==> src/core/ncp_defines.svh <==
`ifndef NCP_DEFINES_SVH
`define NCP_DEFINES_SVH

// Register select codes
`define NCP_REG_COMP 5'h01
`define NCP_REG_FINAL 5'h02
`define NCP_REG_GAP 5'h03
`define NCP_REG_LABEL 5'h04
`define NCP_REG_AIF 5'h05
`define NCP_REG_LFB 5'h06
`define NCP_REG_MAXIF 5'h07
`define NCP_REG_NID 5'h0A
`define NCP_REG_GCR 5'h0B
`define NCP_REG_RESTART 5'h0C
`define NCP_REG_NET 5'h0D
`define NCP_REG_FORGET 5'h0F

// Network status, global control and label fields
`define NCP_NET_UNC_BIT 2
`define NCP_NET_ID_BIT 3
`define NCP_NET_SR_BIT 4
`define NCP_NET_KNN_BIT 5
`define NCP_GCR_NORM_BIT 7
`define NCP_LABEL_DEGEN_BIT 15

// Reset values
`define NCP_RST_GCR 16'h0001
`define NCP_RST_LFB 16'h0002
`define NCP_RST_MAXIF 16'h4000
`define NCP_RST_AIF 16'h4000
`define NCP_RST_GAP 16'hFFFF
`define NCP_RST_LABEL 16'hFFFF
`define NCP_RST_CTX 7'h01
`define NCP_BUS_IDLE 16'hFFFF

// Command lengths in clock cycles
`define NCP_CYC_SINGLE 5'h01
`define NCP_CYC_FINAL_WR 5'h02
`define NCP_CYC_LABEL_WR 5'h13
`define NCP_CYC_GAP_RD 5'h12
`define NCP_CYC_LABEL_RD 5'h02
`define NCP_SORT_LAST 5'h10

`endif

==> src/core/ncp_pkg.sv <==
package ncp_pkg;

  typedef enum logic [1:0] {
    ST_IDLE = 2'b00,
    ST_EXEC = 2'b01
  } ncp_seq_e;

  typedef enum logic [1:0] {
    CH_IDLE = 2'b00,
    CH_CANDIDATE = 2'b01,
    CH_COMMITTED = 2'b10
  } ncp_chain_e;

endpackage

==> src/core/ncp_neuron.sv <==
`timescale 1ns/1ps
`include "ncp_defines.svh"

module ncp_neuron import ncp_pkg::*; #(
  parameter int MEM_DEPTH = 256,
  parameter logic [15:0] NEURON_ID = 16'h0001 // Arbitrary value, set per neuron
) (
  input wire logic CORE_CLK,
  input wire logic SYS_RST,
  input wire logic DATA_STROBE,
  input wire logic RW_READ,
  input wire logic [4:0] REG_SEL,
  input wire logic [15:0] DATA_IN,
  output logic [15:0] DATA_OUT,
  output logic DATA_OE_N,
  output logic RDY_OE_N,
  output logic AGREED_MATCH_OE_N,
  input wire logic CONFLICT_MATCH_IN_N,
  output logic CONFLICT_MATCH_OE_N,
  input wire logic CHAIN_IN,
  output logic CHAIN_OUT
);

  localparam int IW = $clog2(MEM_DEPTH);

  ncp_seq_e st_r;
  ncp_seq_e st_nxt;
  ncp_chain_e chain_st;
  logic [4:0] cnt_r;
  logic [4:0] reg_r;
  logic rd_r;
  logic [15:0] wdat_r;
  logic [7:0] mem_r [MEM_DEPTH];
  logic [IW-1:0] idx_r;
  logic [15:0] label_r;
  logic [15:0] aif_r;
  logic [15:0] lfb_r;
  logic [15:0] maxif_r;
  logic [15:0] gcr_r;
  logic [6:0] ctx_r;
  logic sr_r;
  logic knn_r;
  logic id_r;
  logic unc_r;
  logic committed_r;
  logic sr_done_r;
  logic reported_r;
  logic last_win_r;
  logic settle_r;
  logic any_fire_r;
  logic [15:0] agreed_label_r;
  logic [15:0] data_out_r;
  logic data_oe_n_r;
  logic rdy_oe_n_r;
  logic agree_oe_n_r;
  logic conflict_oe_n_r;
  logic chain_out_r;
  logic [15:0] data_out_nxt;
  logic data_oe_n_nxt;
  logic [15:0] match_gap_reg;
  logic in_race_r;
  logic in_race_nxt;

  function automatic logic [4:0] cmd_len(input logic rd, input logic [4:0] r, input logic sr);
    logic [4:0] n;
    n = `NCP_CYC_SINGLE;
    if (!sr) begin
      if (!rd && r == `NCP_REG_FINAL) begin
        n = `NCP_CYC_FINAL_WR;
      end else if (!rd && r == `NCP_REG_LABEL) begin
        n = `NCP_CYC_LABEL_WR;
      end else if (rd && r == `NCP_REG_GAP) begin
        n = `NCP_CYC_GAP_RD;
      end else if (rd && r == `NCP_REG_LABEL) begin
        n = `NCP_CYC_LABEL_RD;
      end
    end
    return n;
  endfunction

  // Command capture and chain state
  wire take = (st_r == ST_IDLE) && DATA_STROBE;
  wire wr_now = take && !RW_READ;
  wire rd_now = take && RW_READ;
  wire finish = (st_r == ST_EXEC) && (cnt_r == 5'h00);
  wire candidate = CHAIN_IN && !committed_r;
  wire sel = sr_r && CHAIN_IN && !sr_done_r;
  assign chain_st = committed_r ? CH_COMMITTED : (candidate ? CH_CANDIDATE : CH_IDLE);

  wire w_comp = wr_now && (REG_SEL == `NCP_REG_COMP);
  wire w_final = wr_now && (REG_SEL == `NCP_REG_FINAL) && !sr_r;
  wire w_index = wr_now && (REG_SEL == `NCP_REG_GAP);
  wire w_label = wr_now && (REG_SEL == `NCP_REG_LABEL);
  wire w_aif = wr_now && (REG_SEL == `NCP_REG_AIF) && sel;
  wire w_lfb = wr_now && (REG_SEL == `NCP_REG_LFB) && (!sr_r || sel);
  wire w_maxif = wr_now && (REG_SEL == `NCP_REG_MAXIF) && !sr_r;
  wire w_gcr = wr_now && (REG_SEL == `NCP_REG_GCR) && !sr_r;
  wire w_restart = wr_now && (REG_SEL == `NCP_REG_RESTART);
  wire w_net = wr_now && (REG_SEL == `NCP_REG_NET);
  wire w_forget = wr_now && (REG_SEL == `NCP_REG_FORGET) && !sr_r;

  // Recognition: committed, same context, inside influence field (or any distance in KNN mode)
  wire ctx_hit = (ctx_r == gcr_r[6:0]);
  wire fire = (chain_st == CH_COMMITTED) && ctx_hit && !sr_r && (knn_r || (match_gap_reg < aif_r));
  wire learn_wr = (w_comp || w_final) && candidate && !sr_r;
  wire match_gap_reg_upd = (w_comp || w_final) && (chain_st == CH_COMMITTED) && ctx_hit && !sr_r;

  // Op in progress, decoded from the captured select
  wire op_final = !rd_r && (reg_r == `NCP_REG_FINAL);
  wire op_label_wr = !rd_r && (reg_r == `NCP_REG_LABEL) && !sr_r;
  wire op_gap_rd = rd_r && (reg_r == `NCP_REG_GAP) && !sr_r;
  wire sort_start = rd_now && (REG_SEL == `NCP_REG_GAP) && !sr_r;
  wire sort_step = (st_r == ST_EXEC) && op_gap_rd && (cnt_r != 5'h00)
    && (cnt_r <= `NCP_SORT_LAST);
  wire [3:0] sort_bit = 4'(cnt_r - 5'h01);
  wire win = in_race_r && !reported_r;

  // Learning outcome at the end of a label write
  wire novel = !(id_r && (agreed_label_r[14:0] == wdat_r[14:0]));
  wire do_commit = finish && op_label_wr && candidate && (wdat_r != 16'h0000) && novel;
  wire do_shrink = finish && op_label_wr && fire && (label_r[14:0] != wdat_r[14:0])
    && (match_gap_reg < aif_r);
  wire sr_label_wr = w_label && sel;

  // Read decode
  wire r_net = (reg_r == `NCP_REG_NET);
  wire r_gcr = (reg_r == `NCP_REG_GCR);
  wire r_lfb = (reg_r == `NCP_REG_LFB);
  wire r_max = (reg_r == `NCP_REG_MAXIF);
  wire r_gap = (reg_r == `NCP_REG_GAP);
  wire r_lab = (reg_r == `NCP_REG_LABEL);
  wire r_aif = (reg_r == `NCP_REG_AIF);
  wire r_nid = (reg_r == `NCP_REG_NID);
  wire r_comp = (reg_r == `NCP_REG_COMP);
  wire [15:0] net_word = {10'h000, knn_r, sr_r, id_r, unc_r, 2'b00};
  // Shared registers hold equal values everywhere, so all neurons drive them outside save/restore mode
  wire rd_drive = rd_r && ((!sr_r && (r_net || r_gcr || r_lfb || r_max))
    || (!sr_r && win && (r_gap || r_lab)) || (!sr_r && last_win_r && r_nid)
    || (sel && (r_comp || r_gap || r_lab || r_aif || r_lfb || r_nid)));
  wire [15:0] rd_val = r_net ? net_word : r_gcr ? gcr_r : r_lfb ? lfb_r :
    r_max ? maxif_r : r_gap ? match_gap_reg : r_lab ? label_r : r_aif ? aif_r :
    r_nid ? NEURON_ID : {8'h00, mem_r[idx_r]};

  ncp_match_gap_reg_acc u_match_gap_reg (
    .clk(CORE_CLK),
    .rst(SYS_RST),
    .upd(match_gap_reg_upd),
    .clear(idx_r == '0),
    .norm_sup(gcr_r[`NCP_GCR_NORM_BIT]),
    .comp(DATA_IN[7:0]),
    .stored(mem_r[idx_r]),
    .match_gap_reg_r(match_gap_reg)
  );

  ncp_sort_race #(.W(16)) u_race (
    .clk(CORE_CLK),
    .rst(SYS_RST),
    .start(sort_start),
    .enable(fire && !reported_r),
    .step(sort_step),
    .bit_sel(sort_bit),
    .own(match_gap_reg),
    .bus(DATA_IN),
    .in_race_r(in_race_r),
    .in_race_nxt(in_race_nxt)
  );

  // Sequencer: length set once at capture, ready low until the count expires
  always_comb begin
    st_nxt = st_r;
    case (st_r)
      ST_IDLE: begin
        if (take) begin
          st_nxt = ST_EXEC;
        end
      end
      ST_EXEC: begin
        if (cnt_r == 5'h00) begin
          st_nxt = ST_IDLE;
        end
      end
      default: st_nxt = ST_IDLE;
    endcase
  end

  always_ff @(posedge CORE_CLK or posedge SYS_RST) begin
    if (SYS_RST) begin
      st_r <= ST_IDLE;
      cnt_r <= 5'h00;
      reg_r <= 5'h00;
      rd_r <= 1'b1;
      wdat_r <= 16'h0000;
      rdy_oe_n_r <= 1'b1;
    end else begin
      st_r <= st_nxt;
      rdy_oe_n_r <= (st_nxt != ST_EXEC);
      if (take) begin
        cnt_r <= cmd_len(RW_READ, REG_SEL, sr_r) - 5'h01;
        reg_r <= REG_SEL;
        rd_r <= RW_READ;
        wdat_r <= DATA_IN;
      end else if (st_r == ST_EXEC && cnt_r != 5'h00) begin
        cnt_r <= cnt_r - 5'h01;
      end
    end
  end

  // Data bus drive: label wired-AND, sort race, then read result
  always_comb begin
    data_out_nxt = data_out_r;
    data_oe_n_nxt = 1'b1;
    if (st_r == ST_EXEC && op_final && cnt_r == 5'h01 && fire) begin
      data_out_nxt = label_r;
      data_oe_n_nxt = 1'b0;
    end else if (st_r == ST_EXEC && op_gap_rd && cnt_r >= 5'h02 && in_race_nxt) begin
      data_out_nxt = match_gap_reg;
      data_oe_n_nxt = 1'b0;
    end else if (finish && rd_drive) begin
      data_out_nxt = rd_val;
      data_oe_n_nxt = 1'b0;
    end
  end

  always_ff @(posedge CORE_CLK or posedge SYS_RST) begin
    if (SYS_RST) begin
      data_out_r <= `NCP_BUS_IDLE;
      data_oe_n_r <= 1'b1;
      chain_out_r <= 1'b0;
    end else begin
      data_out_r <= data_out_nxt;
      data_oe_n_r <= data_oe_n_nxt;
      chain_out_r <= sr_r ? sr_done_r : committed_r;
    end
  end

  // Recognition status: own verdict at the end, then settle on the wired conflict
  always_ff @(posedge CORE_CLK or posedge SYS_RST) begin
    if (SYS_RST) begin
      agree_oe_n_r <= 1'b1;
      conflict_oe_n_r <= 1'b1;
      settle_r <= 1'b0;
      any_fire_r <= 1'b0;
      agreed_label_r <= `NCP_BUS_IDLE;
      id_r <= 1'b0;
      unc_r <= 1'b0;
    end else begin
      settle_r <= finish && op_final;
      if (w_final || w_forget) begin
        agree_oe_n_r <= 1'b1;
        conflict_oe_n_r <= 1'b1;
      end else if (finish && op_final) begin
        agreed_label_r <= DATA_IN;
        any_fire_r <= (DATA_IN != `NCP_BUS_IDLE);
        conflict_oe_n_r <= !(fire && DATA_IN != label_r);
        agree_oe_n_r <= !(fire && DATA_IN == label_r);
      end else if (settle_r) begin
        // Someone else disagreed: withdraw our agreement
        if (!CONFLICT_MATCH_IN_N) begin
          agree_oe_n_r <= 1'b1;
        end
        unc_r <= !CONFLICT_MATCH_IN_N;
        id_r <= any_fire_r && CONFLICT_MATCH_IN_N;
      end
    end
  end

  // Neuron memory
  always_ff @(posedge CORE_CLK) begin
    if (learn_wr || (w_comp && sel)) begin
      mem_r[idx_r] <= DATA_IN[7:0];
    end
  end

  always_ff @(posedge CORE_CLK or posedge SYS_RST) begin
    if (SYS_RST) begin
      idx_r <= '0;
    end else if (w_final || w_forget) begin
      idx_r <= '0;
    end else if (w_index) begin
      idx_r <= DATA_IN[IW-1:0];
    end else if (w_comp || (finish && rd_r && r_comp && sr_r)) begin
      idx_r <= idx_r + 1'b1;
    end
  end

  // Shared settings
  always_ff @(posedge CORE_CLK or posedge SYS_RST) begin
    if (SYS_RST) begin
      gcr_r <= `NCP_RST_GCR;
      lfb_r <= `NCP_RST_LFB;
      maxif_r <= `NCP_RST_MAXIF;
      sr_r <= 1'b0;
      knn_r <= 1'b0;
    end else begin
      if (w_gcr) begin
        gcr_r <= DATA_IN;
      end
      if (w_lfb) begin
        lfb_r <= DATA_IN;
      end
      if (w_maxif) begin
        maxif_r <= DATA_IN;
      end
      if (w_net) begin
        sr_r <= DATA_IN[`NCP_NET_SR_BIT];
        knn_r <= DATA_IN[`NCP_NET_KNN_BIT];
      end
    end
  end

  // Per-neuron model: label, field, context, chain flags
  always_ff @(posedge CORE_CLK or posedge SYS_RST) begin
    if (SYS_RST) begin
      label_r <= `NCP_RST_LABEL;
      aif_r <= `NCP_RST_AIF;
      ctx_r <= `NCP_RST_CTX;
      committed_r <= 1'b0;
    end else if (w_forget) begin
      label_r <= `NCP_RST_LABEL;
      aif_r <= `NCP_RST_AIF;
      committed_r <= 1'b0;
    end else if (sr_label_wr) begin
      label_r <= DATA_IN;
      committed_r <= (DATA_IN != 16'h0000);
    end else if (do_commit) begin
      label_r <= wdat_r;
      aif_r <= maxif_r;
      ctx_r <= gcr_r[6:0];
      committed_r <= 1'b1;
    end else if (do_shrink) begin
      aif_r <= (match_gap_reg > lfb_r) ? match_gap_reg : lfb_r;
      if (match_gap_reg <= lfb_r) begin
        label_r[`NCP_LABEL_DEGEN_BIT] <= 1'b1;
      end
    end else if (w_aif) begin
      aif_r <= DATA_IN;
    end else if (wr_now && REG_SEL == `NCP_REG_NID && sel) begin
      ctx_r <= DATA_IN[6:0];
    end
  end

  always_ff @(posedge CORE_CLK or posedge SYS_RST) begin
    if (SYS_RST) begin
      sr_done_r <= 1'b0;
      reported_r <= 1'b0;
      last_win_r <= 1'b0;
    end else begin
      if (w_restart || w_net) begin
        sr_done_r <= 1'b0;
      end else if (sr_label_wr || (finish && rd_r && r_lab && sel)) begin
        sr_done_r <= 1'b1;
      end
      if (w_final || w_forget) begin
        reported_r <= 1'b0;
        last_win_r <= 1'b0;
      end else if (finish && rd_r && r_lab && !sr_r) begin
        reported_r <= reported_r || in_race_r;
        last_win_r <= win;
      end
    end
  end

  assign DATA_OUT = data_out_r;
  assign DATA_OE_N = data_oe_n_r;
  assign RDY_OE_N = rdy_oe_n_r;
  assign AGREED_MATCH_OE_N = agree_oe_n_r;
  assign CONFLICT_MATCH_OE_N = conflict_oe_n_r;
  assign CHAIN_OUT = chain_out_r;

endmodule

==> src/core/ncp_match_gap_reg_acc.sv <==
`timescale 1ns/1ps
`include "ncp_defines.svh"

module ncp_match_gap_reg_acc (
  input wire logic clk,
  input wire logic rst,
  input wire logic upd,
  input wire logic clear,
  input wire logic norm_sup,
  input wire logic [7:0] comp,
  input wire logic [7:0] stored,
  output logic [15:0] match_gap_reg_r
);

  wire [7:0] diff = (comp > stored) ? (comp - stored) : (stored - comp);
  wire [15:0] base = clear ? 16'h0000 : match_gap_reg_r;
  wire [16:0] sum = {1'b0, base} + {9'h000, diff};
  // Saturate rather than wrap so a far vector never looks close
  wire [15:0] l1 = sum[16] ? 16'hFFFF : sum[15:0];
  wire [15:0] sup = (base > {8'h00, diff}) ? base : {8'h00, diff};

  always_ff @(posedge clk or posedge rst) begin
    if (rst) begin
      match_gap_reg_r <= `NCP_RST_GAP;
    end else if (upd) begin
      match_gap_reg_r <= norm_sup ? sup : l1;
    end
  end

endmodule

==> src/core/ncp_sort_race.sv <==
`timescale 1ns/1ps

module ncp_sort_race #(
  parameter int W = 16
) (
  input wire logic clk,
  input wire logic rst,
  input wire logic start,
  input wire logic enable,
  input wire logic step,
  input wire logic [$clog2(W)-1:0] bit_sel,
  input wire logic [W-1:0] own,
  input wire logic [W-1:0] bus,
  output logic in_race_r,
  output logic in_race_nxt
);

  // A one on our side against a zero on the wired-AND bus means a smaller value exists
  always_comb begin
    in_race_nxt = in_race_r;
    if (start) begin
      in_race_nxt = enable;
    end else if (step && in_race_r && own[bit_sel] && !bus[bit_sel]) begin
      in_race_nxt = 1'b0;
    end
  end

  always_ff @(posedge clk or posedge rst) begin
    if (rst) begin
      in_race_r <= 1'b0;
    end else begin
      in_race_r <= in_race_nxt;
    end
  end

endmodule

==> config.mk <==
export PLATFORM = sky130hd
export DESIGN_NAME = ncp_neuron
export DESIGN_NICKNAME = d
export VERILOG_FILES = /design/src/core/ncp_pkg.sv /design/src/core/ncp_neuron.sv /design/src/core/ncp_match_gap_reg_acc.sv /design/src/core/ncp_sort_race.sv
export VERILOG_INCLUDE_DIRS = /design/src /design/src/core
export SDC_FILE = /design/constraint.sdc
export NUM_CORES = 2
export LEC_CHECK = 0
export BUFFER_PORTS_ARGS = -buffer_cell sky130_fd_sc_hd__buf_2
export CORE_MARGIN = 10
export CORE_UTILIZATION = 40
export CTS_CLUSTER_SIZE = 16
export DETAILED_ROUTE_END_ITERATION = 10
export PLACE_DENSITY = 0.61
export SETUP_SLACK_MARGIN = 0.15
export SYNTH_ARGS = -nofsm -noshare
export SYNTH_HDL_FRONTEND = slang
export SYNTH_SLANG_ARGS = --single-unit
==> constraint.sdc <==
create_clock -name CORE_CLK -period 9.39 [get_ports CORE_CLK]
set_input_delay 2.817 -clock CORE_CLK [delete_from_list [all_inputs] [get_ports CORE_CLK]]
set_output_delay 2.817 -clock CORE_CLK [all_outputs]
set_load 0.01 [all_outputs]
Word level (Yosys, flattened, before mapping)
Memory sizes are Yosys's and may differ from the RTL's.
Index checks and enable logic that the tools add are counted.
{"block": "word_totals", "regBits": 187, "ram_bits": 2048, "in_bits": 27, "out_inout_bits": 21, "n_memories": 1}
{"block": "op_classes", "addsub": 6, "n_lt_le_gt_ge": 8, "n_eq_ne": 36, "muxes": 75, "bitwise_logic": 4, "n_reduce_logical": 143}
{"name": "mem_r", "words": 256, "width": 8, "read_ports": 1, "rd_ports_with_merged_regs": 0, "write_ports": 1, "line": "ncp_neuron.sv:33", "rtl": "logic [7:0] mem_r [MEM_DEPTH];"}
{"operator": "16-bit 2-to-1 mux", "n": 22}
{"operator": "1-bit logical AND", "n": 87}
{"operator": "5-bit by 3-bit == test with 1-bit output, second input constant", "n": 8}
{"operator": "5-bit by 4-bit == test with 1-bit output, second input constant", "n": 8}
{"operator": "8-bit 2-to-1 mux", "n": 5}
{"operator": "5-bit 2-to-1 mux", "n": 7}
{"operator": "16-bit nonzero test", "n": 2}
{"operator": "1-bit 2-to-1 mux", "n": 29}
{"operator": "7-bit 2-to-1 mux", "n": 4}
{"operator": "1-bit logical OR", "n": 21}
{"operator": "5-bit by 2-bit == test with 1-bit output, second input constant", "n": 4}
{"operator": "16-bit by 8-bit adder with 17-bit output", "n": 1}
{"operator": "16-bit == test", "n": 1}
{"operator": "16-bit > comparator", "n": 1}
{"operator": "16-bit by 8-bit > comparator with 1-bit output", "n": 1}
{"operator": "16-bit <= comparator", "n": 1}
{"operator": "16-bit < comparator", "n": 1}
{"operator": "16-bit != test", "n": 1}
{"operator": "16-bit != test, second input constant", "n": 1}
{"operator": "8-bit subtractor", "n": 2}
{"operator": "15-bit == test", "n": 1}
{"operator": "5-bit by 1-bit == test with 1-bit output, second input constant", "n": 3}
{"operator": "15-bit 2-to-1 mux", "n": 1}
{"operator": "15-bit != test", "n": 1}
{"operator": "other kinds (27)", "n": 59}

Depth between registers and ports, before layout
{"block": "depth", "ltp_word": 15, "mapped_depth": 36, "depth_no_buf": 29}

By module
A second synthesis with hierarchy kept.
{"block": "unflattened", "hier_cells": 5249, "hier_area_um2": 92886.6}
{"mod": "ncp_neuron", "instances": 1, "cells_each": 4871, "area_each_um2": 89963.8, "seq_area_each_um2": 65824.4}
{"mod": "ncp_match_gap_reg_acc", "instances": 1, "cells_each": 331, "area_each_um2": 2590.0, "seq_area_each_um2": 420.4}
{"mod": "ncp_sort_race", "instances": 1, "cells_each": 47, "area_each_um2": 332.8, "seq_area_each_um2": 25.0}

Worst setup path after synthesis
OpenSTA, ideal clock, no wires.
{"block": "synth_path", "path_type": "input to register", "start": "in DATA_IN[2]", "end": "reg u_match_gap_reg.match_gap_reg_r[7]", "t_arrival_ps": 7485, "setup_slack_ps": 1825, "cell_stages": 22, "n_path_buf": 2, "cell_sequence": "clkbuf_1 inv_1 ha_1 clkbuf_1 nand4_1 or2_2 o21ai_1 mux2_2 o221ai_1 nand2_1 mux2i_1 a211oi_1 ha_1 nor4_1 o21ai_0 nor2_1 nand3_1 mux2i_1 o32a_1 nand3_1 a21o_1 o2111a_1"}
{"block": "synth_between", "elab_chain_cells": 5, "word_cells_on_any_way": 9, "classes_between": "add/sub: 3; order compare: 2; mux: 4"}
{"item": "start, declared", "line": "ncp_neuron.sv:13", "rtl": "input wire logic [15:0] DATA_IN,"}
{"item": "8-bit subtractor or 8-bit > comparator (tied branches)", "line": "ncp_match_gap_reg_acc.sv:15", "rtl": "wire [7:0] diff = (comp > stored) ? (comp - stored) : (stored - comp);"}
{"item": "8-bit 2-to-1 mux (*)", "line": "ncp_match_gap_reg_acc.sv:15"}
{"item": "16-bit by 8-bit adder with 17-bit output or 16-bit by 8-bit > comparator with 1-bit output (tied branches)", "line": "ncp_match_gap_reg_acc.sv:17, ncp_match_gap_reg_acc.sv:20"}
{"item": "16-bit 2-to-1 mux, on equally long branches", "line": "ncp_match_gap_reg_acc.sv:19, ncp_match_gap_reg_acc.sv:20"}
{"item": "16-bit 2-to-1 mux (*)", "line": "ncp_match_gap_reg_acc.sv:26", "rtl": "match_gap_reg_r <= norm_sup ? sup : l1;"}
{"item": "end signal, assigned", "line": "ncp_match_gap_reg_acc.sv:24", "rtl": "match_gap_reg_r <= `NCP_RST_GAP;"}
{"item": "end signal, assigned", "line": "ncp_match_gap_reg_acc.sv:26"}
{"item": "end, declared", "line": "ncp_match_gap_reg_acc.sv:12", "rtl": "output logic [15:0] match_gap_reg_r"}
Every way passes the cells marked *; elsewhere a longest branch is shown, timed or not.
A chain may end at the register's enable or synchronous reset.

Final worst setup path
{"block": "layout_path", "start": "reg idx_r[1]", "end": "reg u_match_gap_reg.match_gap_reg_r[4]"}
{"block": "layout_between", "elab_chain_cells": 6, "word_cells_on_any_way": 12, "classes_between": "add/sub: 3; order compare: 2; mux: 5; reduce/logical: 1; memory: 1"}
{"item": "start, declared", "line": "ncp_neuron.sv:34", "rtl": "logic [IW-1:0] idx_r;"}
{"item": "start signal, assigned", "line": "ncp_neuron.sv:280", "rtl": "idx_r <= DATA_IN[IW-1:0];"}
{"item": "start signal, assigned", "line": "ncp_neuron.sv:282", "rtl": "idx_r <= idx_r + 1'b1;"}
{"item": "memory read 256 x 8 bit"}
{"item": "8-bit subtractor or 8-bit > comparator (tied branches)", "line": "ncp_match_gap_reg_acc.sv:15"}
{"item": "8-bit 2-to-1 mux", "line": "ncp_match_gap_reg_acc.sv:15"}
{"item": "16-bit by 8-bit adder with 17-bit output or 16-bit by 8-bit > comparator with 1-bit output (tied branches)", "line": "ncp_match_gap_reg_acc.sv:17, ncp_match_gap_reg_acc.sv:20"}
{"item": "16-bit 2-to-1 mux, on equally long branches", "line": "ncp_match_gap_reg_acc.sv:19, ncp_match_gap_reg_acc.sv:20"}
{"item": "16-bit 2-to-1 mux (*)", "line": "ncp_match_gap_reg_acc.sv:26"}
Marked as above.

==> results.md <==
Pwr:
- Summed over all nets, the switching power comes to 5.91 mW.
- Dividing total power by cell area gives a power density of 221 nW/um2.
- The cell-internal power is 17.3 mW.
- For this design the static power due to leakage is 33.2 nW.
- VDD sags by at most 182 uV.
- In this run, flip-flops and latches consume 48.4% of the power.
- The combinational power share is 12.7%.
- The clock network is responsible for 38.9% of the overall power.
- Net switching is 25.5% of the power.
- The overall power is 23.2 mW.

Setup path:
- The depth of the worst register-to-register path is 31.
- The critical path data arrival time is 9.67 ns.
- The critical-path cell with the highest stage delay is sky130_fd_sc_hd__dfrtp_4.
- STA classifies the critical path endpoint as a flop.
- Of all nets on the critical path, the largest fanout is 22.
- The dominant cell type by count on the critical path is sky130_fd_sc_hd__buf_4.
- STA classifies the critical path startpoint as a flop.
- The path type of the worst setup path is reg -> reg.
- The critical path's largest stage delay is 0.91 ns.
- The critical path data required time is 10.10 ns.

Logic synthesis:
- The most used flip-flop cell after synthesis is sky130_fd_sc_hd__edfxtp_1.
- The synthesized netlist net count is 5401.
- The number of library cell types mapped by synthesis is 93.
- The post-synthesis instance area is 92800 um2.
- Sequential elements use 71.4% of the synthesized area.
- The share of async-settable or async-resettable flops after synthesis is 8.37%.
- The Yosys step of the flow raised 0 warnings.
- A synthesized cell averages 17.5 um2.
- The number of synthesized flops with an enable pin is 2048.
- The synthesized flop and latch total is 2235.
- The cell count after synthesis is 5301.

Timing:
- The final count of hold timing violations is 0.
- The remaining max-slew budget at the tightest pin is 5.68%.
- The final setup violation count is 0.
- In the finished design, the share of the clock period the worst path needs comes to 95.4%.
- Setup repair after global routing left no endpoint under its margin.
- In the final timing run, aggregate negative setup slack is 0 ns.
- The transition time of the tightest slew-check pin is 1.41 ns.
- For this run, the top clock speed supported by timing is 0.112 GHz.
- The final worst clock skew is 0.101 ns.
- The worst path in the final design needs a cycle of 8.95 ns, including I/O delays and setup.
- The post-layout worst setup margin is 0.436 ns.
- The final number of max-transition violations is 0.

Layout:
- The count of cells in the finished layout, fillers not included, comes to 8672.
- The ratio of cells with drive above 1 in the final layout is 22.2%.
- Counting the fill cells in the layout gives 19600.
- After the last flow step, the layout net total stands at 5562.
- The area added between synthesis and finish is 12.9%.

Floorplan:
- The y dimension of the die is 502 um.
- The number of top-level pins is 48.
- The floorplan has 176 rows.
- The die is 502 um wide.
- The total area inside the core boundary comes to 230000 um2.
- The starting density of the core is 40.3%.
- The full die area is 252000 um2.

Clocking:
- No sink is reached through more buffers than the 3 on the longest clock path.
- The maximum level of the CTS H-tree is 4.
- The clock root buffer master is sky130_fd_sc_hd__clkbuf_16.
- The clock drives 2235 sinks.
- The clock insertion delay at the later pin of the skew report is 0.89 ns.
- The clock-pin transition on the worst setup and hold timing paths is 0.07 ns.
- The TritonCTS buffer count is 220.
- TritonCTS built the clock tree.

Drt:
- After detailed routing, the average wire length per cell comes to 32.6 um.
- The total wirelength of the detailed-routed design is 282000 um.
- In the routed design, unresolved DRC markers number 0.
- Using the TritonRoute via totals, the vias-per-cell ratio works out to 6.13.
- In this run, the number of DRC markers left after iteration 0 of detailed routing was 7226.
- The routed layout has 53200 vias.
- Once detail routing completed, the nets flagged for antenna violations numbered 0.
- The pre-antenna-repair detailed-routing pass consisted of 6 iterations.

Global route:
- The global-route usage over all layers is 21.9%.
- After global routing the overflow that remains totals 0.
- The via count of the first global-routing pass is 52000.
- The initial antenna violation count came to 13.
- The global-route wire length before repair is 400000 um.
- The pin count of the biggest net entering global routing is 222.

Place:
- The worst slack after detailed placement is 0.819 ns.
- The last weighted congestion value of the routability-driven placer is 0.932.
- The number of buffers inserted by port buffering is 47.
- The total instance count after detailed placement is 8265.
- The detailed placement HPWL is 184000 um.

Status:
- The run finished with clean final reports.

Min path:
- The cell depth of the worst hold path is 2.
- The path class of the tightest hold or removal check is reg -> reg.

Run:
- Across the run, the number of max-cap violations was 0.
-- per-stage QoR --
| step | hold slack (ns) | instance area, um2 | utilization, % |
|---|---|---|---|
| 6_report | 0.455 | 105000 | 45.5 |
| 5_1_grt | 0.473 | 105000 | 45.5 |
| 4_1_cts | 0.460 | 105000 | 45.5 |
| 3_5_place_dp | 0.450 | 97400 | 42.3 |
| 3_3_place_gp | 0.445 | 97400 | 42.3 |
| 2_1_floorplan | 0.450 | 92800 | - |
-- power groups by stage --
stage	clock, mW	combinational, mW	sequential, mW
global route	9.50	3.13	11.2
CTS	9.11	2.92	11.2
floorplan	0	1.89	11.3
finish	9.02	2.95	11.2
global placement	0	2.91	11.4
detailed placement	0	2.91	11.4
-- Yosys cell counts (64+ instances only) --
library cell	instances	area (um2)
sky130_fd_sc_hd__nand3_1	78	390
sky130_fd_sc_hd__mux2_2	86	968
sky130_fd_sc_hd__dfrtp_1	114	2850
sky130_fd_sc_hd__clkbuf_1	179	672
sky130_fd_sc_hd__nand2_1	242	908
sky130_fd_sc_hd__edfxtp_1	2048	61500
sky130_fd_sc_hd__o21ai_0	103	515
sky130_fd_sc_hd__ha_1	70	876
sky130_fd_sc_hd__mux2i_1	240	2400
sky130_fd_sc_hd__dfstp_2	73	1920
sky130_fd_sc_hd__a21oi_1	146	731
sky130_fd_sc_hd__inv_1	88	330
sky130_fd_sc_hd__mux4_2	435	9800
sky130_fd_sc_hd__a22oi_1	127	953
sky130_fd_sc_hd__nor3_1	64	320
sky130_fd_sc_hd__nor2_1	383	1440
sky130_fd_sc_hd__buf_2	70	350
-- worst max-delay path, delay by kind of cell (launching register included) --
| kind | cells | cell delay, ns |
|---|---|---|
| adders and majority gates | 2 | 0.74 |
| and+or+nand+nor | 12 | 3.02 |
| muxes | 4 | 1.10 |
| buffers and inverters | 6 | 1.23 |
| DFF | 1 | 0.91 |
| AOI/OAI and AO/OA | 7 | 1.76 |
-- flip-flops by register name (all words and copies together), names as in the netlist, 2 cells and up --
signal	cells
DATA_OUT	16
agreed_label_r	15
aif_r	16
cnt_r	5
ctx_r	7
gcr_r	16
idx_r	8
label_r	16
lfb_r	16
maxif_r	16
mem_r	2048
reg_r	5
st_r	2
u_match_gap_reg.match_gap_reg_r	16
wdat_r	16
-- layout make-up --
type	instances	area [um2]	share of cell area [%]
sequential	2235	66300	63.2
timing repair buffer	271	2270	2.16
multi-input combinational	2646	24700	23.6
clock inverter	138	1630	1.56
clock buffer	267	5760	5.50
antenna	1	2.50	0.00239
tap	3026	3790	3.61
inverter	88	343	0.327
-- cell families after synthesis --
kind of cell | synth area share (%)
and+or+nand+nor | 5.25
other | 0.00404
muxes | 14.2
DFF | 71.4
xor gates and xnor gates | 0.670
AOI/OAI and AO/OA | 5.33
buffers and inverters | 2.11
adders and majority gates | 1.01
-- final timing paths --
path,start,endpoint,slack (ns)
setup / recovery,idx_r[1],u_match_gap_reg.match_gap_reg_r[4],0.44
hold / removal,DATA_OUT[15],DATA_OUT[15],0.45
setup reg to reg,idx_r[1],u_match_gap_reg.match_gap_reg_r[4],0.44
hold reg to reg,DATA_OUT[15],DATA_OUT[15],0.45
max in group asynchronous,SYS_RST,maxif_r[7],5.75
min in group asynchronous,SYS_RST,wdat_r[13],2.09
-- repair_timing --
| item | CTS | global route |
|---|---|---|
| hold buffers | 0 | 0 |
| setup endpoints to repair | 0 | 4 |
| resized for setup | 0 | 2 |
| buffers inserted | 0 | 1 |
-- layout by cell type, fill, tap and decap left out, types with 20 or more instances in the layout --
master                      instances
sky130_fd_sc_hd__buf_2             39
sky130_fd_sc_hd__mux4_2           435
sky130_fd_sc_hd__a22o_1            22
sky130_fd_sc_hd__mux2i_1          240
sky130_fd_sc_hd__clkbuf_1          40
sky130_fd_sc_hd__clkbuf_16        221
sky130_fd_sc_hd__nor2b_1           26
sky130_fd_sc_hd__nand4_1           44
sky130_fd_sc_hd__nand3_1           75
sky130_fd_sc_hd__a21oi_1          146
sky130_fd_sc_hd__a31oi_1           29
sky130_fd_sc_hd__o21a_1            22
sky130_fd_sc_hd__mux2_2            86
sky130_fd_sc_hd__buf_12            22
sky130_fd_sc_hd__clkinv_2          52
sky130_fd_sc_hd__o22ai_1           36
sky130_fd_sc_hd__o211ai_1          23
sky130_fd_sc_hd__xor2_1            26
sky130_fd_sc_hd__dfrtp_1          106
sky130_fd_sc_hd__a221oi_1          35
sky130_fd_sc_hd__dfstp_2           73
sky130_fd_sc_hd__buf_4            201
sky130_fd_sc_hd__clkinv_1          33
sky130_fd_sc_hd__a221o_1           20
sky130_fd_sc_hd__a22oi_1          127
sky130_fd_sc_hd__bufinv_16         25
sky130_fd_sc_hd__o21ai_0          103
sky130_fd_sc_hd__inv_1             86
sky130_fd_sc_hd__nor4_1            42
sky130_fd_sc_hd__ha_1              70
sky130_fd_sc_hd__nand2_1          242
sky130_fd_sc_hd__edfxtp_1        2048
sky130_fd_sc_hd__nor2_1           381
sky130_fd_sc_hd__xnor2_1           45
sky130_fd_sc_hd__nor3_1            61
-- layer usage --
metal / GRT usage [%] / up-vias / wire, um
li1: - / 21700 / -
met1: 29.8 / 27900 / 110000
met2: 33.8 / 3035 / 130000
met3: 5.54 / 582 / 29700
met4: 8.67 / 6 / 13000
met5: 0 / - / 40
Note: power is estimated with default switching activity, not from simulation.
